--- src/core/sync_serial_map.svh ---
// Register map, field positions and counts of the clocked serial port
// What this block does
// - Either receive enable starts master reception
// - Sample data on falling shift clock
// - Single enable receives one word, then stops
// - Continuous enable keeps receiving until cleared or an overrun
// - Both enables set behaves as continuous
// - Word done sets flag; request if enabled
// - Ninth bit, overrun error in status; byte in buffer
// - Clearing continuous enable clears error state
// - Ninth-bit enable selects nine-bit words
// - Sixteen-bit divisor and width set master rate
// - Polarity bits invert clock and data pins
// - Cleared master select means slave mode
// - Slave shifts on the external pin clock
// - Slave works during any power-managed mode
// - First queued word loads shifter at once
// - Second word waits in transmit buffer
// - Transmit flag clear while buffer holds word
// - Second word loads, then transmit flag sets
// - Transmit flag with enable wakes from sleep
`ifndef SYNC_SERIAL_MAP_SVH
`define SYNC_SERIAL_MAP_SVH

`define SS_OFF_RCV_STAT 8'h00
`define SS_OFF_RCV_BUF 8'h04
`define SS_OFF_XMT_STAT 8'h08
`define SS_OFF_BAUD_CTL 8'h0C
`define SS_OFF_DIV_HI 8'h10
`define SS_OFF_DIV_LO 8'h14
`define SS_OFF_XMT_BUF 8'h18
`define SS_OFF_PER_FLAGS 8'h1C
`define SS_OFF_PER_EN 8'h20
`define SS_OFF_INT_CTL 8'h24
`define SS_OFF_PER_PRIO 8'h28

`define SS_B_PORT_EN 7
`define SS_B_RX9_EN 6
`define SS_B_SINGLE 5
`define SS_B_CONT 4
`define SS_B_FRAME_ERR 2
`define SS_B_OVERRUN 1
`define SS_B_RX_NINTH 0
`define SS_B_MASTER 7
`define SS_B_TX9_EN 6
`define SS_B_TX_EN 5
`define SS_B_CLOCKED 4
`define SS_B_SHIFT_EMPTY 1
`define SS_B_TX_NINTH 0
`define SS_B_DATA_POL 5
`define SS_B_CLK_POL 4
`define SS_B_DIV_WIDE 3
`define SS_B_RX_FLAG 5
`define SS_B_TX_FLAG 4
`define SS_B_GLOBAL_IE 7
`define SS_B_PERIPH_IE 6

`define SS_BITS_SHORT 4'h8
`define SS_BITS_LONG 4'h9
`define SS_RST_BYTE 8'h00
`define SS_RST_DIV 16'h0000
`define SS_RST_BITS 4'h0

`endif

--- src/core/sync_serial_pkg.sv ---
// Types shared by the clocked serial port
package sync_serial_pkg;

  typedef enum logic [1:0] {MCK_IDLE, MCK_LEAD, MCK_TRAIL} mclk_state_e;

  typedef struct packed {
    logic port_enable;
    logic rx9_en;
    logic single_receive_enable;
    logic continuous_receive_enable;
    logic overrun_error;
    logic received_ninth_bit;
    logic master_select;
    logic tx9_en;
    logic transmit_enable;
    logic clocked_mode;
    logic transmit_ninth_bit;
    logic data_polarity;
    logic clock_polarity;
    logic divisor_width_select;
    logic [15:0] divisor;
    logic [7:0] rx_buffer;
    logic receive_interrupt_flag;
    logic receive_interrupt_enable;
    logic transmit_interrupt_enable;
    logic global_interrupt_enable;
    logic peripheral_interrupt_enable;
    logic [7:0] priority_bits;
    logic [8:0] tx_buffer;
    logic tx_buffer_full;
    logic [8:0] transmit_shifter;
    logic shifter_busy;
    logic [3:0] tx_count;
    logic [8:0] rx_shift;
    logic [3:0] rx_count;
    logic [15:0] baud_count;
    mclk_state_e mclk_state;
    logic ck_meta;
    logic ck_sync;
    logic ck_prev;
    logic dt_meta;
    logic dt_sync;
  } state_s;

endpackage

--- src/core/sync_serial_rx_and_slave_tx.sv ---
// Clocked serial port: master reception, slave shifting, APB registers
//
// Chosen here: the APB register port and the register offsets.
`include "sync_serial_map.svh"

module sync_serial_rx_and_slave_tx (
  // Clock and reset
  input wire logic i_mclk,
  input wire logic i_resetn,
  // APB slave
  input wire logic i_psel,
  input wire logic i_penable,
  input wire logic i_pwrite,
  input wire logic [7:0] i_paddr,
  input wire logic [31:0] i_pwdata,
  output logic [31:0] o_prdata,
  output logic o_pready,
  output logic o_pslverr,
  // Power management
  input wire logic i_sleep,
  output logic o_wake,
  // Interrupt requests
  output logic o_receive_irq,
  output logic o_transmit_irq,
  // Shift timing pin
  input wire logic i_shift_timing_pin,
  output logic o_shift_timing_pin,
  output logic o_shift_timing_pin_oe,
  // Serial line pin
  input wire logic i_serial_line_pin,
  output logic o_serial_line_pin,
  output logic o_serial_line_pin_oe
);

  sync_serial_pkg::state_s st;
  sync_serial_pkg::state_s next_st;

  logic wr_en;
  logic rd_en;
  logic addr_ok;
  logic port_on;
  logic master_on;
  logic slave_on;
  logic tx_on;
  logic rx_on;
  logic baud_tick;
  logic ck_level;
  logic ck_fall;
  logic mck_fall;
  logic sample_now;
  logic din;
  logic [3:0] word_bits;
  logic [8:0] rx_next;
  logic transmit_interrupt_flag;
  logic [15:0] div_eff;

  // Bus qualifiers; zero wait states, so every access phase completes
  assign wr_en = i_psel & i_penable & i_pwrite;
  assign rd_en = i_psel & i_penable & ~i_pwrite;
  assign o_pready = 1'b1;

  always_comb begin
    case (i_paddr)
      `SS_OFF_RCV_STAT,
      `SS_OFF_RCV_BUF,
      `SS_OFF_XMT_STAT,
      `SS_OFF_BAUD_CTL,
      `SS_OFF_DIV_HI,
      `SS_OFF_DIV_LO,
      `SS_OFF_XMT_BUF,
      `SS_OFF_PER_FLAGS,
      `SS_OFF_PER_EN,
      `SS_OFF_INT_CTL,
      `SS_OFF_PER_PRIO: addr_ok = 1'b1;
      default: addr_ok = 1'b0;
    endcase
  end

  assign o_pslverr = i_psel & i_penable & ~addr_ok;

  // Operating modes
  assign port_on = st.port_enable & st.clocked_mode;
  assign master_on = port_on & st.master_select;
  assign slave_on = port_on & ~st.master_select;
  assign tx_on = slave_on & st.transmit_enable;
  // Continuous enable alone suffices; single counts only for a master
  assign rx_on = port_on & ~st.overrun_error
               & (st.continuous_receive_enable
                  | (st.single_receive_enable & st.master_select));

  assign word_bits = st.rx9_en ? `SS_BITS_LONG : `SS_BITS_SHORT;

  // Master timing comes from the core clock, so it halts while asleep
  assign div_eff = st.divisor_width_select ? st.divisor
                                           : {8'h00, st.divisor[7:0]};
  assign baud_tick = master_on & ~i_sleep & (st.baud_count == `SS_RST_DIV);

  // Pin clock is polarity-corrected after the synchroniser
  assign ck_level = st.ck_sync ^ st.clock_polarity;
  assign ck_fall = slave_on & st.ck_prev & ~ck_level;
  assign mck_fall = baud_tick & (st.mclk_state == sync_serial_pkg::MCK_LEAD);
  assign sample_now = st.master_select ? mck_fall : ck_fall;
  assign din = st.dt_sync ^ st.data_polarity;
  assign rx_next = {din, st.rx_shift[8:1]};

  assign transmit_interrupt_flag = ~st.tx_buffer_full;

  always_comb begin
    next_st = st;

    // Two-flop synchronisers; only the second stage feeds logic
    next_st.ck_meta = i_shift_timing_pin;
    next_st.ck_sync = st.ck_meta;
    next_st.ck_prev = ck_level;
    next_st.dt_meta = i_serial_line_pin;
    next_st.dt_sync = st.dt_meta;

    // Register writes
    if (wr_en) begin
      case (i_paddr)
        `SS_OFF_RCV_STAT: begin
          next_st.port_enable = i_pwdata[`SS_B_PORT_EN];
          next_st.rx9_en = i_pwdata[`SS_B_RX9_EN];
          next_st.single_receive_enable = i_pwdata[`SS_B_SINGLE];
          next_st.continuous_receive_enable = i_pwdata[`SS_B_CONT];
        end
        `SS_OFF_XMT_STAT: begin
          next_st.master_select = i_pwdata[`SS_B_MASTER];
          next_st.tx9_en = i_pwdata[`SS_B_TX9_EN];
          next_st.transmit_enable = i_pwdata[`SS_B_TX_EN];
          next_st.clocked_mode = i_pwdata[`SS_B_CLOCKED];
          next_st.transmit_ninth_bit = i_pwdata[`SS_B_TX_NINTH];
        end
        `SS_OFF_BAUD_CTL: begin
          next_st.data_polarity = i_pwdata[`SS_B_DATA_POL];
          next_st.clock_polarity = i_pwdata[`SS_B_CLK_POL];
          next_st.divisor_width_select = i_pwdata[`SS_B_DIV_WIDE];
        end
        `SS_OFF_DIV_HI: next_st.divisor[15:8] = i_pwdata[7:0];
        `SS_OFF_DIV_LO: next_st.divisor[7:0] = i_pwdata[7:0];
        `SS_OFF_XMT_BUF: begin
          // Ninth bit is taken with the byte, so it must be written first
          next_st.tx_buffer = {st.transmit_ninth_bit, i_pwdata[7:0]};
          next_st.tx_buffer_full = 1'b1;
        end
        `SS_OFF_PER_EN: begin
          next_st.receive_interrupt_enable = i_pwdata[`SS_B_RX_FLAG];
          next_st.transmit_interrupt_enable = i_pwdata[`SS_B_TX_FLAG];
        end
        `SS_OFF_INT_CTL: begin
          next_st.global_interrupt_enable = i_pwdata[`SS_B_GLOBAL_IE];
          next_st.peripheral_interrupt_enable = i_pwdata[`SS_B_PERIPH_IE];
        end
        `SS_OFF_PER_PRIO: next_st.priority_bits = i_pwdata[7:0];
        default: begin
        end
      endcase
    end

    // Reading the received byte releases the flag; a new word wins below
    if (rd_en && i_paddr == `SS_OFF_RCV_BUF) begin
      next_st.receive_interrupt_flag = 1'b0;
    end

    // Dropping continuous reception clears errors; dropping both enables clears any partial word
    if (!next_st.continuous_receive_enable) begin
      next_st.overrun_error = 1'b0;
    end
    if (!next_st.continuous_receive_enable && !next_st.single_receive_enable) begin
      next_st.rx_count = `SS_RST_BITS;
    end

    // Baud generator: reload on each tick
    if (!master_on) begin
      next_st.baud_count = div_eff;
    end else if (!i_sleep) begin
      if (baud_tick) begin
        next_st.baud_count = div_eff;
      end else begin
        next_st.baud_count = st.baud_count - 16'h0001;
      end
    end

    // Master clock: one lead and one trail half-period per bit
    case (st.mclk_state)
      sync_serial_pkg::MCK_IDLE: begin
        if (baud_tick && rx_on) begin
          next_st.mclk_state = sync_serial_pkg::MCK_LEAD;
        end
      end
      sync_serial_pkg::MCK_LEAD: begin
        if (!master_on) begin
          next_st.mclk_state = sync_serial_pkg::MCK_IDLE;
        end else if (baud_tick) begin
          next_st.mclk_state = sync_serial_pkg::MCK_TRAIL;
        end
      end
      sync_serial_pkg::MCK_TRAIL: begin
        if (!master_on) begin
          next_st.mclk_state = sync_serial_pkg::MCK_IDLE;
        end else if (baud_tick) begin
          // rx_on already reflects a finished single word
          if (rx_on) begin
            next_st.mclk_state = sync_serial_pkg::MCK_LEAD;
          end else begin
            next_st.mclk_state = sync_serial_pkg::MCK_IDLE;
          end
        end
      end
      default: next_st.mclk_state = sync_serial_pkg::MCK_IDLE;
    endcase

    // Reception; half-duplex, so a busy slave shifter blocks it
    if (rx_on && sample_now && !(tx_on && st.shifter_busy)) begin
      next_st.rx_shift = rx_next;
      if (st.rx_count == word_bits - 4'h1) begin
        next_st.rx_count = `SS_RST_BITS;
        if (st.receive_interrupt_flag &&
            !(rd_en && i_paddr == `SS_OFF_RCV_BUF)) begin
          // Unread byte is kept; new word is lost
          next_st.overrun_error = 1'b1;
        end else begin
          if (st.rx9_en) begin
            next_st.rx_buffer = rx_next[7:0];
            next_st.received_ninth_bit = rx_next[8];
          end else begin
            next_st.rx_buffer = rx_next[8:1];
            next_st.received_ninth_bit = 1'b0;
          end
          next_st.receive_interrupt_flag = 1'b1;
        end
        if (!st.continuous_receive_enable) begin
          next_st.single_receive_enable = 1'b0;
        end
      end else begin
        next_st.rx_count = st.rx_count + 4'h1;
      end
    end

    // Slave transmit shifter
    if (!tx_on) begin
      next_st.shifter_busy = 1'b0;
      next_st.tx_count = `SS_RST_BITS;
    end else if (st.shifter_busy) begin
      if (ck_fall) begin
        next_st.transmit_shifter = {1'b0, st.transmit_shifter[8:1]};
        if (st.tx_count == (st.tx9_en ? `SS_BITS_LONG : `SS_BITS_SHORT) - 4'h1) begin
          next_st.shifter_busy = 1'b0;
          next_st.tx_count = `SS_RST_BITS;
        end else begin
          next_st.tx_count = st.tx_count + 4'h1;
        end
      end
    end else if (st.tx_buffer_full) begin
      // Loading empties the buffer, which raises the transmit flag
      next_st.transmit_shifter = st.tx_buffer;
      next_st.shifter_busy = 1'b1;
      next_st.tx_count = `SS_RST_BITS;
      if (!(wr_en && i_paddr == `SS_OFF_XMT_BUF)) begin
        next_st.tx_buffer_full = 1'b0;
      end
    end
  end

  always_ff @(posedge i_mclk or negedge i_resetn) begin
    if (!i_resetn) begin
      st <= '0;
      st.mclk_state <= sync_serial_pkg::MCK_IDLE;
    end else begin
      st <= next_st;
    end
  end

  // Register reads; unmapped addresses return zero
  always_comb begin
    o_prdata = 32'h0000_0000;
    case (i_paddr)
      `SS_OFF_RCV_STAT: begin
        o_prdata[`SS_B_PORT_EN] = st.port_enable;
        o_prdata[`SS_B_RX9_EN] = st.rx9_en;
        o_prdata[`SS_B_SINGLE] = st.single_receive_enable;
        o_prdata[`SS_B_CONT] = st.continuous_receive_enable;
        o_prdata[`SS_B_OVERRUN] = st.overrun_error;
        o_prdata[`SS_B_RX_NINTH] = st.received_ninth_bit;
      end
      `SS_OFF_RCV_BUF: o_prdata[7:0] = st.rx_buffer;
      `SS_OFF_XMT_STAT: begin
        o_prdata[`SS_B_MASTER] = st.master_select;
        o_prdata[`SS_B_TX9_EN] = st.tx9_en;
        o_prdata[`SS_B_TX_EN] = st.transmit_enable;
        o_prdata[`SS_B_CLOCKED] = st.clocked_mode;
        o_prdata[`SS_B_SHIFT_EMPTY] = ~st.shifter_busy;
        o_prdata[`SS_B_TX_NINTH] = st.transmit_ninth_bit;
      end
      `SS_OFF_BAUD_CTL: begin
        o_prdata[`SS_B_DATA_POL] = st.data_polarity;
        o_prdata[`SS_B_CLK_POL] = st.clock_polarity;
        o_prdata[`SS_B_DIV_WIDE] = st.divisor_width_select;
      end
      `SS_OFF_DIV_HI: o_prdata[7:0] = st.divisor[15:8];
      `SS_OFF_DIV_LO: o_prdata[7:0] = st.divisor[7:0];
      `SS_OFF_XMT_BUF: o_prdata[7:0] = st.tx_buffer[7:0];
      `SS_OFF_PER_FLAGS: begin
        o_prdata[`SS_B_RX_FLAG] = st.receive_interrupt_flag;
        o_prdata[`SS_B_TX_FLAG] = transmit_interrupt_flag;
      end
      `SS_OFF_PER_EN: begin
        o_prdata[`SS_B_RX_FLAG] = st.receive_interrupt_enable;
        o_prdata[`SS_B_TX_FLAG] = st.transmit_interrupt_enable;
      end
      `SS_OFF_INT_CTL: begin
        o_prdata[`SS_B_GLOBAL_IE] = st.global_interrupt_enable;
        o_prdata[`SS_B_PERIPH_IE] = st.peripheral_interrupt_enable;
      end
      `SS_OFF_PER_PRIO: o_prdata[7:0] = st.priority_bits;
      default: o_prdata = 32'h0000_0000;
    endcase
  end

  // Requests ignore the global enables; those only gate vectoring
  assign o_receive_irq = st.receive_interrupt_flag & st.receive_interrupt_enable;
  assign o_transmit_irq = transmit_interrupt_flag & st.transmit_interrupt_enable;
  assign o_wake = i_sleep & (o_receive_irq | o_transmit_irq);

  // Pins
  assign o_shift_timing_pin_oe = master_on;
  assign o_shift_timing_pin = (st.mclk_state == sync_serial_pkg::MCK_LEAD)
                              ^ st.clock_polarity;
  assign o_serial_line_pin_oe = tx_on & st.shifter_busy;
  assign o_serial_line_pin = st.transmit_shifter[0] ^ st.data_polarity;

endmodule // sync_serial_rx_and_slave_tx

--- config.mk ---
export PLATFORM = sky130hd
export DESIGN_NAME = sync_serial_rx_and_slave_tx
export DESIGN_NICKNAME = d
export VERILOG_FILES = /design/src/core/sync_serial_pkg.sv /design/src/core/sync_serial_rx_and_slave_tx.sv
export VERILOG_INCLUDE_DIRS = /design/src /design/src/core
export SDC_FILE = /design/constraint.sdc
export NUM_CORES = 1
export LEC_CHECK = 0
export ABC_AREA = 0
export BUFFER_PORTS_ARGS = -buffer_cell sky130_fd_sc_hd__clkbuf_2
export CAP_MARGIN = 20
export CORE_ASPECT_RATIO = 1.4
export CORE_MARGIN = 5
export CORE_UTILIZATION = 45
export DETAILED_ROUTE_END_ITERATION = 12
export GPL_TIMING_DRIVEN = 0
export MAX_ROUTING_LAYER = met4
export PLACE_DENSITY = 0.66
export SYNTH_ARGS = -nofsm -noshare
export SYNTH_HDL_FRONTEND = slang
export SYNTH_SLANG_ARGS = --single-unit
--- constraint.sdc ---
create_clock -name i_mclk -period 2.73 [get_ports i_mclk]
set_clock_uncertainty 0.05 [all_clocks]
set_input_delay 0.1365 -clock i_mclk [delete_from_list [all_inputs] [get_ports i_mclk]]
set_output_delay 0.1365 -clock i_mclk [all_outputs]
set_load 0.1 [all_outputs]
==> impl_metrics.xml <==
<?xml version="1.0" encoding="UTF-8"?>
<metrics>
  <group name="run_status">
    <metric name="outcome" unit="">finished clean</metric>
  </group>
  <group name="power">
    <metric name="power.density" unit="nW/µm²">514</metric>
    <metric name="power.leakage" unit="nW">3.13</metric>
    <metric name="max-vdd-ir-drop" unit="V">0.000276</metric>
  </group>
  <group name="global_routing">
    <metric name="global_route.overflow_total" unit="">0</metric>
    <metric name="first_global_vias" unit="">4492</metric>
    <metric name="grt_antenna_before_repair" unit="">0</metric>
    <metric name="grt_start_max_net_pins" unit="">111</metric>
    <metric name="grt_first_pass_wirelength" unit="mm">24.3</metric>
    <metric name="globalRouteTotalUtil" unit="">0.213</metric>
  </group>
  <group name="floorplan">
    <metric name="row_count" unit="">48</metric>
    <metric name="chipHeight" unit="µm">144</metric>
    <metric name="die_area" unit="µm²">15200</metric>
    <metric name="dieWidth" unit="µm">105</metric>
    <metric name="initial_utilization" unit="">0.462</metric>
    <metric name="core_footprint" unit="µm²">12400</metric>
    <metric name="floorplan.io_pins" unit="">89</metric>
  </group>
  <group name="logic_synthesis">
    <metric name="avgSynthCellArea" unit="µm²">10.9</metric>
    <metric name="ys_ff_latch" unit="">110</metric>
    <metric name="synth.yosys.warnings" unit="">0</metric>
    <metric name="yosys-top-cells-area" unit="">sky130_fd_sc_hd__dfrtp_1 (48%), sky130_fd_sc_hd__mux2_2 (13%), sky130_fd_sc_hd__buf_4 (3.3%)</metric>
    <metric name="postSynthCellCount" unit="">527</metric>
    <metric name="synth_top_cell_by_area" unit="">sky130_fd_sc_hd__dfrtp_1</metric>
    <metric name="netlist-cell-type-count" unit="">64</metric>
    <metric name="synth_most_common_cell" unit="">sky130_fd_sc_hd__dfrtp_1</metric>
    <metric name="async_reset_ff_frac" unit="">1.00</metric>
    <metric name="mappedNetlistArea" unit="µm²">5750</metric>
    <metric name="most_common_flop_cell_mapped_by_yosys" unit="">sky130_fd_sc_hd__dfrtp_1</metric>
    <metric name="netlist_top_cells_count" unit="">sky130_fd_sc_hd__dfrtp_1 (110), sky130_fd_sc_hd__mux2_2 (64), sky130_fd_sc_hd__nand2_1 (44)</metric>
    <metric name="netlist.area_leader.share" unit="">0.479</metric>
    <metric name="synth_enable_flop_cells" unit="">0</metric>
    <metric name="synth.yosys.seq_area_share" unit="">0.479</metric>
  </group>
  <group name="finish">
    <metric name="drive_gt1_frac" unit="">0.272</metric>
    <metric name="area_growth_syn_to_layout" unit="%">14.1</metric>
    <metric name="num-nets-final" unit="">653</metric>
    <metric name="antennaDiodeCount" unit="">0</metric>
    <metric name="finish.instance_area" unit="µm²">6560</metric>
    <metric name="post_layout_nonfiller_instances" unit="">756</metric>
  </group>
  <group name="sta">
    <metric name="rsz_0062_raised_after_global_routing" unit="">no</metric>
    <metric name="timing.max_slew.rel_slack" unit="">0.395</metric>
    <metric name="layout_setup_ws" unit="ps">67.1</metric>
    <metric name="hold_violations" unit="">0</metric>
    <metric name="slew_viol_final" unit="">0</metric>
    <metric name="fin_worst_hold_slack" unit="ps">32.4</metric>
    <metric name="timing_worst_slew_pin_value" unit="ps">908</metric>
    <metric name="achievable-frequency" unit="MHz">376</metric>
    <metric name="setup_viol" unit="">0</metric>
    <metric name="final.min_clock_period" unit="ps">2660</metric>
    <metric name="min_period_over_period" unit="">0.975</metric>
  </group>
  <group name="clock_network">
    <metric name="clock-sinks" unit="">110</metric>
    <metric name="clock_pin_slew_reported_for_the_worst_setup_and_hold_paths_after_clock_tree_synthesis" unit="ps">80</metric>
    <metric name="cts_buffer_depth" unit="">2</metric>
    <metric name="tritoncts" unit="">yes</metric>
    <metric name="clock_tree.htree_level_count" unit="">3</metric>
    <metric name="clock-root-buffer" unit="">sky130_fd_sc_hd__clkbuf_16</metric>
    <metric name="insertion_delay_to_the_later_sink_of_the_worst_skew_pair" unit="ps">360</metric>
    <metric name="total_cts_buffers" unit="">9</metric>
  </group>
  <group name="critical_path">
    <metric name="critPathCaptureType" unit="">flip-flop</metric>
    <metric name="start_point_of_the_critical_path" unit="">st[7]</metric>
    <metric name="worstSetupStartpointType" unit="">flip-flop</metric>
    <metric name="timing.critical_path.arrival" unit="ps">2850</metric>
    <metric name="timing.rr.start" unit="">st[7]</metric>
    <metric name="cp_data_required_time" unit="ps">2920</metric>
    <metric name="worst_reg2reg_path_endpoint" unit="">st[78]</metric>
    <metric name="worst-setup-path-type" unit="">flip-flop to flip-flop</metric>
    <metric name="critical_path_peak_fanout" unit="">9</metric>
    <metric name="reg2regPathDepth" unit="">8</metric>
    <metric name="reg2reg_setup_slack" unit="ps">70</metric>
  </group>
  <group name="place">
    <metric name="dpl_cell_area" unit="µm²">6210</metric>
    <metric name="pre_cts_ws" unit="ps">-152</metric>
    <metric name="place.gp.congestion" unit="">0.899</metric>
    <metric name="dp_hpwl" unit="mm">11.4</metric>
    <metric name="numPortBuffers" unit="">36</metric>
    <metric name="place.detailed.instances" unit="">736</metric>
  </group>
  <group name="route">
    <metric name="drtIter0Drc" unit="">369</metric>
    <metric name="route.vias.total" unit="">4447</metric>
    <metric name="drt_wl_total" unit="mm">15.0</metric>
    <metric name="wirelength_per_cell" unit="µm">19.9</metric>
    <metric name="drt_pass1_iterations" unit="">7</metric>
    <metric name="drt_drc_violations_left" unit="">0</metric>
    <metric name="final_antenna_net_count" unit="">0</metric>
    <metric name="via_per_inst" unit="">5.88</metric>
  </group>
  <group name="worst_hold_path">
    <metric name="hold_path_end" unit="">st[91]</metric>
    <metric name="timing.hold.worst.start" unit="">i_pwdata[2]</metric>
    <metric name="holdPathStages" unit="">2</metric>
    <metric name="holdCritPathClass" unit="">primary input to flip-flop</metric>
  </group>
  <group name="job">
    <metric name="max_cap_violations" unit="">0</metric>
  </group>
</metrics>
## kinds of logic after synthesis
logic type,synth area share
XOR/XNOR,0.00762
flip-flops,0.479
buffers and inverters,0.0512
multiplexers,0.163
adder cells (fa/ha/maj),0.00871
AND/OR/NAND/NOR,0.154
other,0.00131
AO/OA/AOI/OAI,0.135
## worst max-delay path: stages, from the launching register on
cell and delay [ps]:
sky130_fd_sc_hd__dfrtp_1 420, sky130_fd_sc_hd__inv_1 110, sky130_fd_sc_hd__ha_1 230, sky130_fd_sc_hd__nor4b_4 290, sky130_fd_sc_hd__nand4_2 180, sky130_fd_sc_hd__a2111o_2 510
sky130_fd_sc_hd__nor3b_2 240, sky130_fd_sc_hd__buf_6 200, sky130_fd_sc_hd__mux2_4 310
## how the worst max path moves through the flow
stage | to | slack [ps] | cells after the start
floorplan | st[105] | 170 | 7
global placement | st[75] | -190 | 8
detailed placement | st[79] | -150 | 8
CTS | st[79] | 80 | 8
global route | st[73] | 2 | 8
finish | st[78] | 70 | 8
## where the power goes
| part | switching, W | total, W | internal (W) |
|---|---|---|---|
| sequential | 0.0000178 | 0.00166 | 0.00164 |
| clock | 0.000674 | 0.00133 | 0.000654 |
| combinational | 0.000290 | 0.000377 | 0.0000869 |
| total | 0.000982 | 0.00337 | 0.00238 |
## through the flow
step,setup TNS (ps),power (W),util
after global placement,-7640,0.00206,0.499
after global routing,0,0.00350,0.527
final,0,0.00337,0.527
after CTS,0,0.00340,0.527
after detailed placement,-1320,0.00207,0.500
after floorplan,0,0.00197,-
## layout make-up
cell class	instances	area, µm²
fillers	1113	5880
plain buffers	43	264
inverters	8	30.0
flip-flops and latches	110	2750
multi-input cells	389	2800
clock buffers	9	225
well taps	150	188
repair buffers	40	226
clock inverters	7	68.8
## per-layer routing
layer / wire, µm / GRT usage / up-vias
li1: - / - / 2070
met1: 5930 / 0.247 / 2188
met2: 7740 / 0.361 / 150
met3: 662 / 0.0261 / 39
met4: 704 / 0.116 / 0
met5: 0 / - / -
## what timing repair did
action,4_1_cts,5_1_grt
setup endpoints to repair,9,0
hold endpoints to repair,112,0
buffers inserted,1,0
gates resized for setup,2,0
hold buffers,3,0
## cells in the final DEF, fill, tap and decap left out, types with 15 or more instances in the layout
| cell | instances |
|---|---|
| sky130_fd_sc_hd__clkbuf_2 | 35 |
| sky130_fd_sc_hd__o21ai_0 | 26 |
| sky130_fd_sc_hd__dfrtp_1 | 110 |
| sky130_fd_sc_hd__nand2_1 | 44 |
| sky130_fd_sc_hd__conb_1 | 25 |
| sky130_fd_sc_hd__a21oi_1 | 23 |
| sky130_fd_sc_hd__clkbuf_1 | 15 |
| sky130_fd_sc_hd__mux2_2 | 64 |
| sky130_fd_sc_hd__a22oi_1 | 22 |
| sky130_fd_sc_hd__nor2_1 | 26 |
| sky130_fd_sc_hd__nand3_1 | 20 |
| sky130_fd_sc_hd__buf_4 | 26 |
## sequential cells by signal, indices dropped and copies added, names as in the netlist
| signal | cells |
|---|---|
| st | 100 |
| rx_next | 8 |
| next_st | 2 |
(Power assumes the default switching activity.)
